$ cat config.mk
export PLATFORM = sky130hd
export DESIGN_NAME = rtctk_core
export DESIGN_NICKNAME = d
export VERILOG_FILES = /design/src/rtl/rtctk_pkg.sv /design/src/rtl/rtctk_tick_div.sv /design/src/rtl/rtctk_core.sv
export SDC_FILE = /design/constraint.sdc
export NUM_CORES = 1
export LEC_CHECK = 0
export ABC_AREA = 1
export BUFFER_PORTS_ARGS = -buffer_cell sky130_fd_sc_hd__buf_2
export CAP_MARGIN = 20
export CORE_MARGIN = 1.5
export CORE_UTILIZATION = 47
export DETAILED_ROUTE_END_ITERATION = 7
export GPL_ROUTABILITY_DRIVEN = 0
export PLACE_DENSITY_LB_ADDON = 0.1
export SLEW_MARGIN = 20
export SYNTH_ARGS = -nofsm -noshare
export SYNTH_HDL_FRONTEND = slang
export SYNTH_SLANG_ARGS = --single-unit
$ cat constraint.sdc
create_clock -name mclk -period 2.35 [get_ports mclk]
set_input_delay 0.3525 -clock mclk [delete_from_list [all_inputs] [get_ports mclk]]
set_output_delay 0.3525 -clock mclk [all_outputs]
set_load 0.01 [all_outputs]
$ cat src/rtl/rtctk_pkg.sv
// Purpose: constants for the rtc timekeeping counters
// Assumes: 8-bit sfr bus of the on-chip core, 100 MHz mclk
// Notes:   offsets are sfr addresses
package rtctk_pkg;
   // ----------------------------------------------------------------
   // register offsets
   // ----------------------------------------------------------------
   localparam logic [7:0] CONFIG_ADDR   = 8'hA1;
   localparam logic [7:0] FRAC_ADDR     = 8'hA2;
   localparam logic [7:0] SEC_ADDR      = 8'hA3;
   localparam logic [7:0] MIN_ADDR      = 8'hA4;
   localparam logic [7:0] HOUR_ADDR     = 8'hA5;
   localparam logic [7:0] ALARM_INTERVAL_TARGET_ADDR   = 8'hA6;
   localparam logic [7:0] KEY_ADDR      = 8'hC1;
   localparam logic [7:0] NOMTRIM_ADDR  = 8'hF6;
   localparam logic [7:0] THERMTRIM_ADDR = 8'hF7;
   // ----------------------------------------------------------------
   // config register fields
   // ----------------------------------------------------------------
   localparam int TFH_BIT      = 6;
   localparam int DAYFLAG_BIT  = 5;
   localparam int ITS_LSB      = 4;
   localparam int SIT_BIT      = 3;
   localparam int ALARM_BIT    = 2;
   localparam int INTERVAL_TIMER_ON_BIT     = 1;
   localparam logic [7:0] CONFIG_RESET = 8'h01;
   localparam logic [7:0] COUNT_RESET  = 8'h00;
   localparam logic [7:0] TRIM_RESET   = 8'h00;
   // ----------------------------------------------------------------
   // counter limits and key
   // ----------------------------------------------------------------
   localparam logic [7:0] FRAC_LAST  = 8'h7F;
   localparam logic [7:0] SEC_LAST   = 8'h3B;
   localparam logic [7:0] MIN_LAST   = 8'h3B;
   localparam logic [7:0] HOUR24_LAST = 8'h17;
   localparam logic [7:0] HOUR256_LAST = 8'hFF;
   localparam logic [7:0] TIME_KEY   = 8'hEA;
   localparam int XTAL_DIV           = 256;
   typedef enum logic [1:0] {
      rtctk_base_frac, rtctk_base_sec, rtctk_base_min, rtctk_base_hour
   } rtctk_base_t;
endpackage

$ cat src/rtl/rtctk_tick_div.sv
// Purpose: divides the compensated 32.768 kHz tick stream into 128 Hz ticks
// Assumes: xtal_tick is a one-cycle pulse per crystal period
// Notes:   divide ratio is a parameter
`timescale 1ns/1ps
module rtctk_tick_div #(
   parameter int DIV = rtctk_pkg::XTAL_DIV
) (
   input  wire logic mclk,       // system clock
   input  wire logic arst_n,     // power-on reset, low
   input  wire logic xtal_tick,  // crystal tick pulse
   output logic      frac_tick   // 128 Hz tick pulse
);
   initial begin
      if (DIV < 2 || DIV > 65536) $error("rtctk_tick_div: bad DIV");
   end
   typedef struct packed {
      logic [15:0] cnt;
      logic        tick;
   } rtctk_div_t;
   rtctk_div_t st_reg, st_next;
   always_comb begin
      st_next = st_reg;
      st_next.tick = 1'b0;
      if (xtal_tick) begin
         if (st_reg.cnt == 16'(DIV - 1)) begin
            st_next.cnt  = 16'h0000;
            st_next.tick = 1'b1;
         end else begin
            st_next.cnt = st_reg.cnt + 16'h0001;
         end
      end
   end
   always_ff @(posedge mclk or negedge arst_n) begin
      if (!arst_n) begin
         st_reg <= '0;
      end else begin
         st_reg <= st_next;
      end
   end
   assign frac_tick = st_reg.tick;
endmodule

$ cat src/rtl/rtctk_core.sv
// Purpose: rtc timekeeping counters, interval alarm and trim registers
// Assumes: sfr accesses synchronous to mclk; arst_n is power-on reset only
// Notes:   trim values are exported to the crystal compensation logic
`timescale 1ns/1ps
module rtctk_core #(
   parameter int XTAL_DIV = rtctk_pkg::XTAL_DIV
) (
   input  wire logic       mclk,           // 100 MHz clock
   input  wire logic       arst_n,         // power-on reset, low
   input  wire logic       xtal_tick,      // compensated crystal tick
   input  wire logic [7:0] sfr_addr,       // sfr address
   input  wire logic       sfr_wr,         // sfr write strobe
   input  wire logic [7:0] sfr_wdata,      // sfr write data
   output logic      [7:0] sfr_rdata,      // sfr read data, combinational
   output logic            rtc_irq_pend,   // pending clock interrupt pulse
   output logic      [7:0] nom_trim,       // nominal trim to compensator
   output logic      [7:0] therm_trim      // thermal trim to compensator
);
   typedef struct packed {
      logic [7:0] frac;
      logic [7:0] sec;
      logic [7:0] min;
      logic [7:0] hour;
      logic [7:0] target;
      logic [7:0] ivcnt;
      logic [7:0] key;
      logic [7:0] cfg;
      logic [7:0] nom;
      logic [7:0] therm;
      logic       ivdone;
      logic       irq;
   } rtctk_state_t;

   rtctk_state_t st_reg, st_next;
   logic         frac_tick;

   // ----------------------------------------------------------------
   // tick divider
   // ----------------------------------------------------------------
   rtctk_tick_div #(.DIV(XTAL_DIV)) u_div (
      .mclk      (mclk),
      .arst_n    (arst_n),
      .xtal_tick (xtal_tick),
      .frac_tick (frac_tick)
   );

   function automatic logic sel(input logic [7:0] a, input logic [7:0] b);
      sel = sfr_wr && (a == b);
   endfunction

   // ----------------------------------------------------------------
   // next state
   // ----------------------------------------------------------------
   always_comb begin
      logic        w_frac, w_sec, w_min, w_hour;
      logic        unlocked;
      logic        c_sec, c_min, c_hour, c_day;
      logic [7:0]  hour_last;
      logic        base_tick;
      logic        alarm_set, day_set;
      w_frac    = 1'b0;
      w_sec     = 1'b0;
      w_min     = 1'b0;
      w_hour    = 1'b0;
      unlocked  = 1'b0;
      c_sec     = 1'b0;
      c_min     = 1'b0;
      c_hour    = 1'b0;
      c_day     = 1'b0;
      hour_last = 8'h00;
      base_tick = 1'b0;
      alarm_set = 1'b0;
      day_set   = 1'b0;
      st_next     = st_reg;
      st_next.irq = 1'b0;

      unlocked = (st_reg.key == rtctk_pkg::TIME_KEY);
      w_frac   = unlocked && sel(sfr_addr, rtctk_pkg::FRAC_ADDR);
      w_sec    = unlocked && sel(sfr_addr, rtctk_pkg::SEC_ADDR);
      w_min    = unlocked && sel(sfr_addr, rtctk_pkg::MIN_ADDR);
      w_hour   = unlocked && sel(sfr_addr, rtctk_pkg::HOUR_ADDR);

      hour_last = st_reg.cfg[rtctk_pkg::TFH_BIT] ? rtctk_pkg::HOUR24_LAST
                                                 : rtctk_pkg::HOUR256_LAST;

      // time chain
      if (frac_tick) begin
         c_sec = (st_reg.frac == rtctk_pkg::FRAC_LAST);
         st_next.frac = c_sec ? 8'h00 : st_reg.frac + 8'h01;
      end
      if (c_sec) begin
         c_min = (st_reg.sec == rtctk_pkg::SEC_LAST);
         st_next.sec = c_min ? 8'h00 : st_reg.sec + 8'h01;
      end
      if (c_min) begin
         c_hour = (st_reg.min == rtctk_pkg::MIN_LAST);
         st_next.min = c_hour ? 8'h00 : st_reg.min + 8'h01;
      end
      if (c_hour) begin
         c_day = (st_reg.hour == hour_last);
         st_next.hour = c_day ? 8'h00 : st_reg.hour + 8'h01;
      end
      day_set = c_day;

      // software writes override the same-cycle count
      if (w_frac) begin
         st_next.frac = sfr_wdata;
      end
      if (w_sec) begin
         st_next.sec = sfr_wdata;
      end
      if (w_min) begin
         st_next.min = sfr_wdata;
      end
      if (w_hour) begin
         st_next.hour = sfr_wdata;
      end

      // interval timer
      unique case (rtctk_pkg::rtctk_base_t'(st_reg.cfg[rtctk_pkg::ITS_LSB -: 2]))
         rtctk_pkg::rtctk_base_frac: base_tick = frac_tick;
         rtctk_pkg::rtctk_base_sec:  base_tick = c_sec;
         rtctk_pkg::rtctk_base_min:  base_tick = c_min;
         rtctk_pkg::rtctk_base_hour: base_tick = c_hour;
      endcase
      if (!st_reg.cfg[rtctk_pkg::INTERVAL_TIMER_ON_BIT]) begin
         st_next.ivcnt  = 8'h00;
         st_next.ivdone = 1'b0;
      end else if (base_tick && !st_reg.ivdone) begin
         if (st_reg.ivcnt + 8'h01 == st_reg.target) begin
            alarm_set     = 1'b1;
            st_next.ivcnt = 8'h00;
            st_next.ivdone = st_reg.cfg[rtctk_pkg::SIT_BIT];
         end else begin
            st_next.ivcnt = st_reg.ivcnt + 8'h01;
         end
      end

      // register writes
      if (sel(sfr_addr, rtctk_pkg::CONFIG_ADDR)) begin
         // flags clear by writing zero; they cannot be set by software
         st_next.cfg = {1'b0, sfr_wdata[6], sfr_wdata[5] & st_reg.cfg[5],
                        sfr_wdata[4:3], sfr_wdata[2] & st_reg.cfg[2], sfr_wdata[1:0]};
      end
      if (sel(sfr_addr, rtctk_pkg::ALARM_INTERVAL_TARGET_ADDR)) begin
         st_next.target = sfr_wdata;
      end
      if (sel(sfr_addr, rtctk_pkg::KEY_ADDR)) begin
         st_next.key = sfr_wdata;
      end
      if (sel(sfr_addr, rtctk_pkg::NOMTRIM_ADDR)) begin
         st_next.nom = sfr_wdata;
      end
      if (sel(sfr_addr, rtctk_pkg::THERMTRIM_ADDR)) begin
         st_next.therm = sfr_wdata;
      end

      // hardware set wins over a same-cycle clear
      if (day_set) begin
         st_next.cfg[rtctk_pkg::DAYFLAG_BIT] = 1'b1;
      end
      if (alarm_set) begin
         st_next.cfg[rtctk_pkg::ALARM_BIT] = 1'b1;
      end
      st_next.irq = day_set || alarm_set;
   end

   // ----------------------------------------------------------------
   // state register, power-on reset only
   // ----------------------------------------------------------------
   always_ff @(posedge mclk or negedge arst_n) begin
      if (!arst_n) begin
         st_reg        <= '0;
         st_reg.cfg    <= rtctk_pkg::CONFIG_RESET;
         st_reg.nom    <= rtctk_pkg::TRIM_RESET;
         st_reg.therm  <= rtctk_pkg::TRIM_RESET;
         st_reg.target <= rtctk_pkg::COUNT_RESET;
      end else begin
         st_reg <= st_next;
      end
   end

   // ----------------------------------------------------------------
   // read mux
   // ----------------------------------------------------------------
   always_comb begin
      unique case (sfr_addr)
         rtctk_pkg::CONFIG_ADDR:    sfr_rdata = st_reg.cfg;
         rtctk_pkg::FRAC_ADDR:      sfr_rdata = st_reg.frac;
         rtctk_pkg::SEC_ADDR:       sfr_rdata = st_reg.sec;
         rtctk_pkg::MIN_ADDR:       sfr_rdata = st_reg.min;
         rtctk_pkg::HOUR_ADDR:      sfr_rdata = st_reg.hour;
         rtctk_pkg::ALARM_INTERVAL_TARGET_ADDR:    sfr_rdata = st_reg.target;
         rtctk_pkg::KEY_ADDR:       sfr_rdata = st_reg.key;
         rtctk_pkg::NOMTRIM_ADDR:   sfr_rdata = st_reg.nom;
         rtctk_pkg::THERMTRIM_ADDR: sfr_rdata = st_reg.therm;
         default:                   sfr_rdata = 8'h00;
      endcase
   end

   assign rtc_irq_pend = st_reg.irq;
   assign nom_trim     = st_reg.nom;
   assign therm_trim   = st_reg.therm;
endmodule

### Word level (Yosys, flattened, before mapping)

Cells that the tools add are included.

* bits in registers: 98
* input bits: 20
* output and inout bits: 25
* word-level logic and storage cells: 103

* $add $sub $neg: 6
* eq/ne operators: 21
* multiplexer cells: 34
* bitwise logic cells: 2
* reduce and logical (&&, ||, !) cells: 24

Operator list (count)
* 2-to-1 mux 8 bit: 16
* == test 8 bit (second input constant): 10
* case mux 8 bit (9 select lines): 1
* adder 8 x 1 -> 8 bit (second input constant): 5
* adder 16 x 1 -> 16 bit (second input constant): 1
* == test 16 x 8 -> 1 bit (second input constant): 1
* == test 8 x 6 -> 1 bit (second input constant): 2
* == test 8 bit: 2
* 2-to-1 mux 16 bit: 1
* logical AND 1 bit: 14
* 2-to-1 mux 1 bit: 14
* nonzero test 2 bit: 6
* == test 8 x 7 -> 1 bit (second input constant): 1
* 2-to-1 mux 6 bit: 1
* == test 2 bit (second input constant): 2
* inequality test 2 x 1 -> 1 bit (second input constant): 2
* case mux 1 bit (4 select lines): 1
* AND 1 bit: 2
* == test 2 x 1 -> 1 bit (second input constant): 1
* logical NOT 2 bit: 1
* AND reduction 2 bit: 1
* logical NOT 1 bit: 1
* logical OR 1 bit: 1

### Depth between registers and ports, before layout

Gate-level depths: netlist of the first run.

* word-level depth: 9
* gate-level depth with buffers: 13
* mapped depth without buffers: 13

### By module

From an unflattened synthesis of the first run, not the netlist that was laid out.

* cells, all modules: 851
* area total of the unflattened synthesis: 6082.1 um2

By module, submodules not included
* rtctk_core: instances 1, cells each 708, area an instance 5067.4 um2, seq. area each 2028.2 um2
* rtctk_tick_div: instances 1, cells each 143, area an instance 1014.7 um2, seq. area each 425.4 um2

### Worst setup path after synthesis of the first run

OpenSTA, ideal clock, no wires.

* path type: in2out
* from: input port sfr_addr[4]
* to: output port sfr_rdata[0]
* arrival time: 1299 ps
* required time: 1997 ps
* path slack: 698 ps
* stages: 7
* buffers on the path: 0
* cell sequence: nor2_1 > nand3_2 > nor3_4 > inv_1 > o22ai_1 > nor2_1 > nand3_1

* word-level cells in the longest chain between the ends: 2
* elaborated cells between the ends (all ways): 10
* those cells by class: eq/ne: 9; mux: 1

RTL lines
* from (decl): line rtctk_core.sv:11 `input wire logic [7:0] sfr_addr,`
* == test 8 bit: line rtctk_core.sv:187 `unique case (sfr_addr)`
* case mux 8 bit (9 select lines) (*): line rtctk_core.sv:187
* to (decl): line rtctk_core.sv:14 `output logic [7:0] sfr_rdata,`

Mark *: on every way between the ends. The rest lies on a longest branch, timed or not.

### Worst setup path in the final report of the first run

* from: input port sfr_addr[4]
* to: output port sfr_rdata[3]

Same word-level chain as after synthesis.

==> flow_summary_export.csv, run 1 <==
group,metric,value,unit
yosys,syn_area,6185,sq um
worst_hold_path,worstHoldEndpoint,"u_div.st_reg[1]",
run,cap_violations,0,
drt,drt_iter0_drc,745,
cts,htree_levels,3,
cells_and_area,largest_reg_flops,64,
setup_path,end_kind,"output pin",
pwr,powerDensity,555.5,nW/um^2
setup_path,worstPathRequired,2.00,ns
floorplanning,row_count,41,
setup_path,startpoint_type,"primary input",
yosys,synth_edf_count,0,
timing,fmax,445.6,MHz
global_route,grt_util_met1,35.74,%
cts,postCtsSetupBuffers,0,
cts,clk_path_buf_depth,2,
cts,postCtsHoldBufs,1,
drt,drc,0,
pwr,seq_power_share,49.1,%
global_route,grt_pass1_vias,5262,
setup_path,timing.rr.end,"rtc_irq_pend",
worst_hold_path,hp-class,"in2reg",
setup_path,reg2reg_depth,10,
cts,cts_sinks,98,
cells_and_area,drive_gt1_share,14.17,%
cells_and_area,fin_nets,896,
floorplanning,fp.dieArea,13860,sq um
drt,dr.pass1.iters,6,
pwr,comb_power_share,9.9,%
yosys,synth_nets,861,
cts,clockRootBuffer,"clkbuf_16",
floorplanning,die_h,117.7,um
timing,skew,0.005210,ns
drt,avgRoutedWirePerCell,16.47,um
yosys,synthSimpleGateAreaFrac,35.42,%
pwr,vdd_drop_max,0.4514,mV
floorplanning,start_util,48.61,%
yosys,seq_area_frac_synth,39.67,%
global_route,use_met3,4.070,%
pwr,clockPowerShare,41.0,%
timing,hold_viol,0,
place,dp_hpwl,13130,um
timing,rsz0062_at_grt,"false",
cts,insertion_delay,0.35,ns
yosys,yosysWarnings,0,
floorplanning,core,12720,sq um
timing,tightestPinTransition,0.7150,ns
timing,setup_viol,0,
timing,setup_tns,0,ns
timing,layout_min_cycle_time,2.244,ns
place,dp_cells,1030,
yosys,ys.flop_type,"dfrtp_1",
drt,routed_via_density,5.508,
global_route,grt_antenna_before_repair,0,
cts,cts_tree,"built",
pwr,p_sw,0.001039,W
cells_and_area,final_util,53.55,%
floorplanning,die_x,117.7,um
global_route,grt_start_max_net_pins,44,
global_route,busiest_layer,"met2",
setup_path,path_max_fanout,7,
cells_and_area,layoutNonFillerInstCount,1047,
setup_path,critPathKind,"in2out",
yosys,synth_cells,835,
yosys,ys_seq_elements,98,
yosys,synthAdderAreaFrac,1.214,%
floorplanning,ioPinCount,45,
drt,ant_nets,0,
yosys,synth_xor_area_share,3.116,%
timing,timing.final.crit_share,95.49,%
setup_path,reg2reg_slack,0.39,ns
global_route,grt.total_usage,25.32,%
yosys,synth_cell_types,42,
global_route,grt.overflow.total,0,
yosys,synth.avg_cell_area,7.407,sq um
drt,wirelength,17240,um
pwr,p_int,0.002746,W
cts,cts_buffers,9,
cells_and_area,num_antenna_cells,0,
yosys,synth_compound_area_share,9.812,%
setup_path,worstReg2RegStart,"st_reg[59]",
drt,vias,5767,
setup_path,cp.arrival,1.89,ns
cells_and_area,areaGrowthSynthToFinish,10.16,%
timing,drv_slew,0,
cts,post_cts_resized,0,
pwr,switching_share,27.44,%
timing,slew_headroom,51.89,%
worst_hold_path,min_path_cells,2,
yosys,synth_top_family_by_area,"simple AND/OR/NAND/NOR gates",
global_route,grt_pass1_wl,27690,um
outcome,status,"complete, no violations",
yosys,synthArstFlopShare,100.0,%
global_route,grt_util_met2,40.39,%
worst_hold_path,hp-start,"xtal_tick",
place,port_buffers,44,
yosys,synthMuxAreaShare,0,%
pwr,leakage,3.432,nW
timing,hold_slack,0.3126,ns
cts,clkTransAtPathRegs,0.07,ns
==> placed cells by master (no fill, tap or decap), types with 6 or more instances in the layout <==
| cell type | netlist | layout |
|---|---|---|
| inv_2 | 12 | 12 |
| nand4_1 | 16 | 16 |
| nand2_1 | 205 | 205 |
| xor2_1 | 20 | 20 |
| nor3_1 | 10 | 10 |
| nor2_4 | 8 | 8 |
| nor2_1 | 62 | 62 |
| buf_2 | 6 | 43 |
| nand2_2 | 10 | 10 |
| clkbuf_16 | 0 | 9 |
| ha_1 | 6 | 6 |
| nand3_1 | 99 | 99 |
| o21ai_1 | 24 | 24 |
| o21ai_0 | 39 | 39 |
| a21oi_1 | 9 | 9 |
| o211ai_1 | 7 | 7 |
| inv_1 | 116 | 116 |
| a211oi_1 | 8 | 8 |
| dfrtp_1 | 97 | 97 |
| o22ai_1 | 15 | 15 |
==> power groups by stage <==
stage	clock network (W)	registers [W]	logic (W)
2_1_floorplan	0	0.00187	0.000248
3_3_place_gp	0	0.00189	0.000366
3_5_place_dp	0	0.00189	0.000375
4_1_cts	0.00158	0.00186	0.000378
5_1_grt	0.00164	0.00187	0.000423
6_report	0.00155	0.00186	0.000374
==> metrics by stage <==
step | cell area (sq um) | setup WS (ns) | total power [W]
floorplan | 6185 | 0.6983 | 0.002115
global placement | 6492 | 0.2144 | 0.002253
detailed placement | 6492 | 0.1731 | 0.002263
CTS | 6813 | 0.1643 | 0.003817
global route | 6813 | 0.04036 | 0.003940
finish | 6813 | 0.1060 | 0.003784
==> cells by family after synthesis <==
| logic type | count (synthesis) |
|---|---|
| flip-flops | 98 |
| XOR/XNOR | 22 |
| AND/OR/NAND/NOR | 449 |
| buffers and inverters | 155 |
| adder cells (fa/ha/maj) | 6 |
| AO/OA/AOI/OAI | 105 |
==> layout make-up <==
type                            count  area, sq um
Fill cell                        1269         5909
Multi-Input combinational cell    582         3065
Sequential cell                    98         2454
Inverter                          129        485.5
Timing Repair Buffer               50        282.8
Clock buffer                        9        225.2
Tap cell                          172        215.2
Clock inverter                      7        85.08
==> how the worst max path moves through the flow <==
stage | start | endpoint | cells past startpoint
after floorplan | sfr_addr[4] | sfr_rdata[0] | 7
after global placement | sfr_addr[4] | sfr_rdata[4] | 11
after detailed placement | sfr_addr[4] | sfr_rdata[3] | 11
after CTS | sfr_addr[4] | sfr_rdata[3] | 11
after global routing | sfr_addr[4] | sfr_rdata[3] | 11
final | sfr_addr[4] | sfr_rdata[3] | 11
==> critical path: stages <==
cell and delay (ns):
buf_2 0.10, nor2_1 0.06, nand3_2 0.15, clkinv_2 0.18, nand2_2 0.18, inv_2 0.07, nand2_1 0.05, o21ai_0 0.07
a211oi_1 0.32, nand3_1 0.18, buf_2 0.18
==> per-layer routing <==
metal  share of wire [%]  wire length, um
met4                 1.5              258
met2                  47             8046
met3                 7.2             1237
met5                   0                0
met1                  45             7698
==> cells in the mapped netlist, types with 2 or more instances <==
master / instances / share of area, %
nand2_1: 205 / 12
inv_1: 116 / 7.0
nand3_1: 99 / 8.0
dfrtp_1: 97 / 39
nor2_1: 62 / 3.8
o21ai_0: 39 / 3.2
o21ai_1: 24 / 1.9
xor2_1: 20 / 2.8
buf_4: 18 / 2.2
nand4_1: 16 / 1.6
o22ai_1: 15 / 1.5
inv_2: 12 / 0.73
nand2_2: 10 / 1.0
nor3_1: 10 / 0.81
a21oi_1: 9 / 0.73
a211oi_1: 8 / 0.97
nor2_4: 8 / 1.5
o211ai_1: 7 / 0.85
buf_2: 6 / 0.49
ha_1: 6 / 1.2
nand3_2: 5 / 0.81
nand3b_1: 5 / 0.61
nor2_2: 4 / 0.40
nor3_2: 4 / 0.65
nor3b_1: 4 / 0.49
nand4_4: 3 / 1.0
nor4_1: 3 / 0.30
nand2_4: 2 / 0.36
nand4_2: 2 / 0.40
nor3_4: 2 / 0.53
or2_2: 2 / 0.20
xnor2_1: 2 / 0.28
(Power assumes the default switching activity.)
==> inputs of run 2 (changes only) <==
==> constraint.sdc (replaced) <==
create_clock -name mclk -period 2.35 [get_ports mclk]
set_input_delay 0.47 -clock mclk [delete_from_list [all_inputs] [get_ports mclk]]
set_output_delay 0.47 -clock mclk [all_outputs]
set_load 0.01 [all_outputs]
==> run 2 against run 1 <==
Effect of this change: register-to-register slack about the same; setup slack got worse by 0.0019 ns; final cell count grew 0.86%; critical path type unchanged; clock power down 3%; hold slack got worse by 0.24 ns; total power fell by 0.62%.
==> flow_summary_export.csv, run 2 (synthesized netlist as in run 1, its figures left out) <==
group,metric,value,unit
outcome,status,"complete, no violations",
floorplanning,start_util,48.61,%
timing,timing.final.crit_share,95.57,%
timing,tightestPinTransition,0.5119,ns
global_route,grt.total_usage,26.30,%
drt,drc,0,
setup_path,worstReg2RegStart,"st_reg[30]",
setup_path,worstPathRequired,1.88,ns
global_route,grt_pass1_wl,28470,um
pwr,leakage,3.480,nW
place,place_area,6555,sq um
global_route,grt_antenna_before_repair,0,
cts,insertion_delay,0.35,ns
cts,postCtsSetupBuffers,0,
place,pre_cts_ws,-0.03326,ns
cells_and_area,nFillCells,1259,
drt,ant_nets,0,
worst_hold_path,hp-class,"in2async",
drt,dr.pass1.iters,6,
cells_and_area,stdcell_area,6907,sq um
cts,clockRootBuffer,"clkbuf_16",
setup_path,reg2reg_slack,0.40,ns
pwr,vdd_drop_max,0.3358,mV
timing,fin_ws,0.1042,ns
floorplanning,row_count,41,
place,dp_hpwl,13500,um
timing,skew,0.008839,ns
cts,htree_levels,3,
cts,cts_sinks,98,
timing,layout_min_cycle_time,2.246,ns
drt,avgRoutedWirePerCell,16.67,um
timing,rsz0062_at_grt,"false",
run,cap_violations,0,
timing,setup_viol,0,
place,port_buffers,44,
setup_path,startpoint_type,"primary input",
setup_path,path_max_fanout,6,
setup_path,timing.rr.end,"st_reg[61]",
global_route,grt_start_max_net_pins,34,
global_route,grt.overflow.total,0,
floorplanning,die_x,117.7,um
cells_and_area,drive_gt1_share,16.06,%
timing,drv_slew,0,
cts,clk_path_buf_depth,2,
setup_path,cp.arrival,1.78,ns
cells_and_area,largest_reg_flops,64,
setup_path,reg2reg_depth,8,
setup_path,crit_family,"buffers and inverters",
setup_path,critPathKind,"in2out",
setup_path,cp_slowest_cell,"a211oi_2",
floorplanning,ioPinCount,45,
drt,routed_via_density,5.552,
pwr,powerDensity,544.5,nW/um^2
setup_path,end_kind,"output pin",
timing,hold_viol,0,
cells_and_area,num_antenna_cells,0,
cells_and_area,fin_nets,905,
setup_path,cpPeakStageDelay,0.20,ns
setup_path,cp_cell_sequence,"buf_2, inv_2, nand2_2, nor2_2, nand2_2, buf_4, o22ai_1, a211oi_2, nand3_1, buf_2",
drt,vias,5863,
setup_path,timing.critical_path.buf_inv,4,
setup_path,worstSetupStartpoint,"sfr_addr[1]",
cells_and_area,areaGrowthSynthToFinish,11.67,%
cts,cts_buffers,9,
drt,drt_iter0_drc,608,
timing,slew_headroom,65.78,%
cts,cts_tree,"built",
floorplanning,die_h,117.7,um
timing,fmax,445.3,MHz
cells_and_area,final_util,54.29,%
drt,wirelength,17610,um
cts,clkTransAtPathRegs,0.07,ns
global_route,grt_pass1_vias,5443,
cells_and_area,layout_commonest_cell,"nand2_1",
floorplanning,fp.dieArea,13860,sq um
floorplanning,core,12720,sq um
cells_and_area,layout_common_cells,"203 x nand2_1, 116 x inv_1, 99 x nand3_1, 97 x dfrtp_1, 61 x nor2_1",
## run 2: what timing repair did
action / CTS / global route
pin swaps: 0 / 0
setup endpoints to repair: 2 / 8
gates resized for setup: 2 / 10
hold buffers: 0 / 0
## run 2: how the worst max path moves through the flow
| stage | end | slack (ns) | cells past startpoint |
|---|---|---|---|
| detailed placement | sfr_rdata[2] | -0.03 | 10 |
| CTS | sfr_rdata[4] | 0.02 | 11 |
| floorplan | sfr_rdata[0] | 0.46 | 7 |
| finish | sfr_rdata[2] | 0.10 | 10 |
| global placement | sfr_rdata[3] | 0.01 | 11 |
| global route | sfr_rdata[5] | 0.006 | 9 |
## run 2: per-layer routing
metal | global-route usage (%) | part of all wire, % | routed length, um | vias to the layer above
met5 | 0 | 0 | 0 | -
met4 | 11.13 | 2.6 | 457 | 0
met3 | 4.554 | 7.7 | 1349 | 31
met2 | 41.08 | 46 | 8152 | 252
met1 | 36.09 | 43 | 7648 | 2791
li1 | - | - | - | 2789
## run 2: cell type report
class | count | area (sq um) | area share (%)
Timing Repair Buffer | 59 | 335.3 | 4.855
Clock inverter | 7 | 76.32 | 1.105
Clock buffer | 9 | 225.2 | 3.261
Inverter | 129 | 489.2 | 7.083
Multi-Input combinational cell | 582 | 3112 | 45.05
Tap cell | 172 | 215.2 | 3.116
Sequential cell | 98 | 2454 | 35.53
## run 2: report_power, final
group	leakage, nW	switching (W)	internal, W	total [W]
logic	2.08	0.000266	0.000124	0.000390
clock network	0.143	0.000676	0.000835	0.00151
registers	1.26	0.0000809	0.00178	0.00186
total	3.48	0.00102	0.00274	0.00376
## run 2: per-stage QoR
stage,hold WS [ns],TNS [ns],total power [W],instances
after floorplan,0.1744,0,0.002115,835
after global placement,0.4561,0,0.002260,1040
after detailed placement,0.4595,-0.05516,0.002281,1040
after CTS,0.07803,0,0.003799,1056
after global routing,0.09614,0,0.003925,1056
final,0.06922,0,0.003761,1056
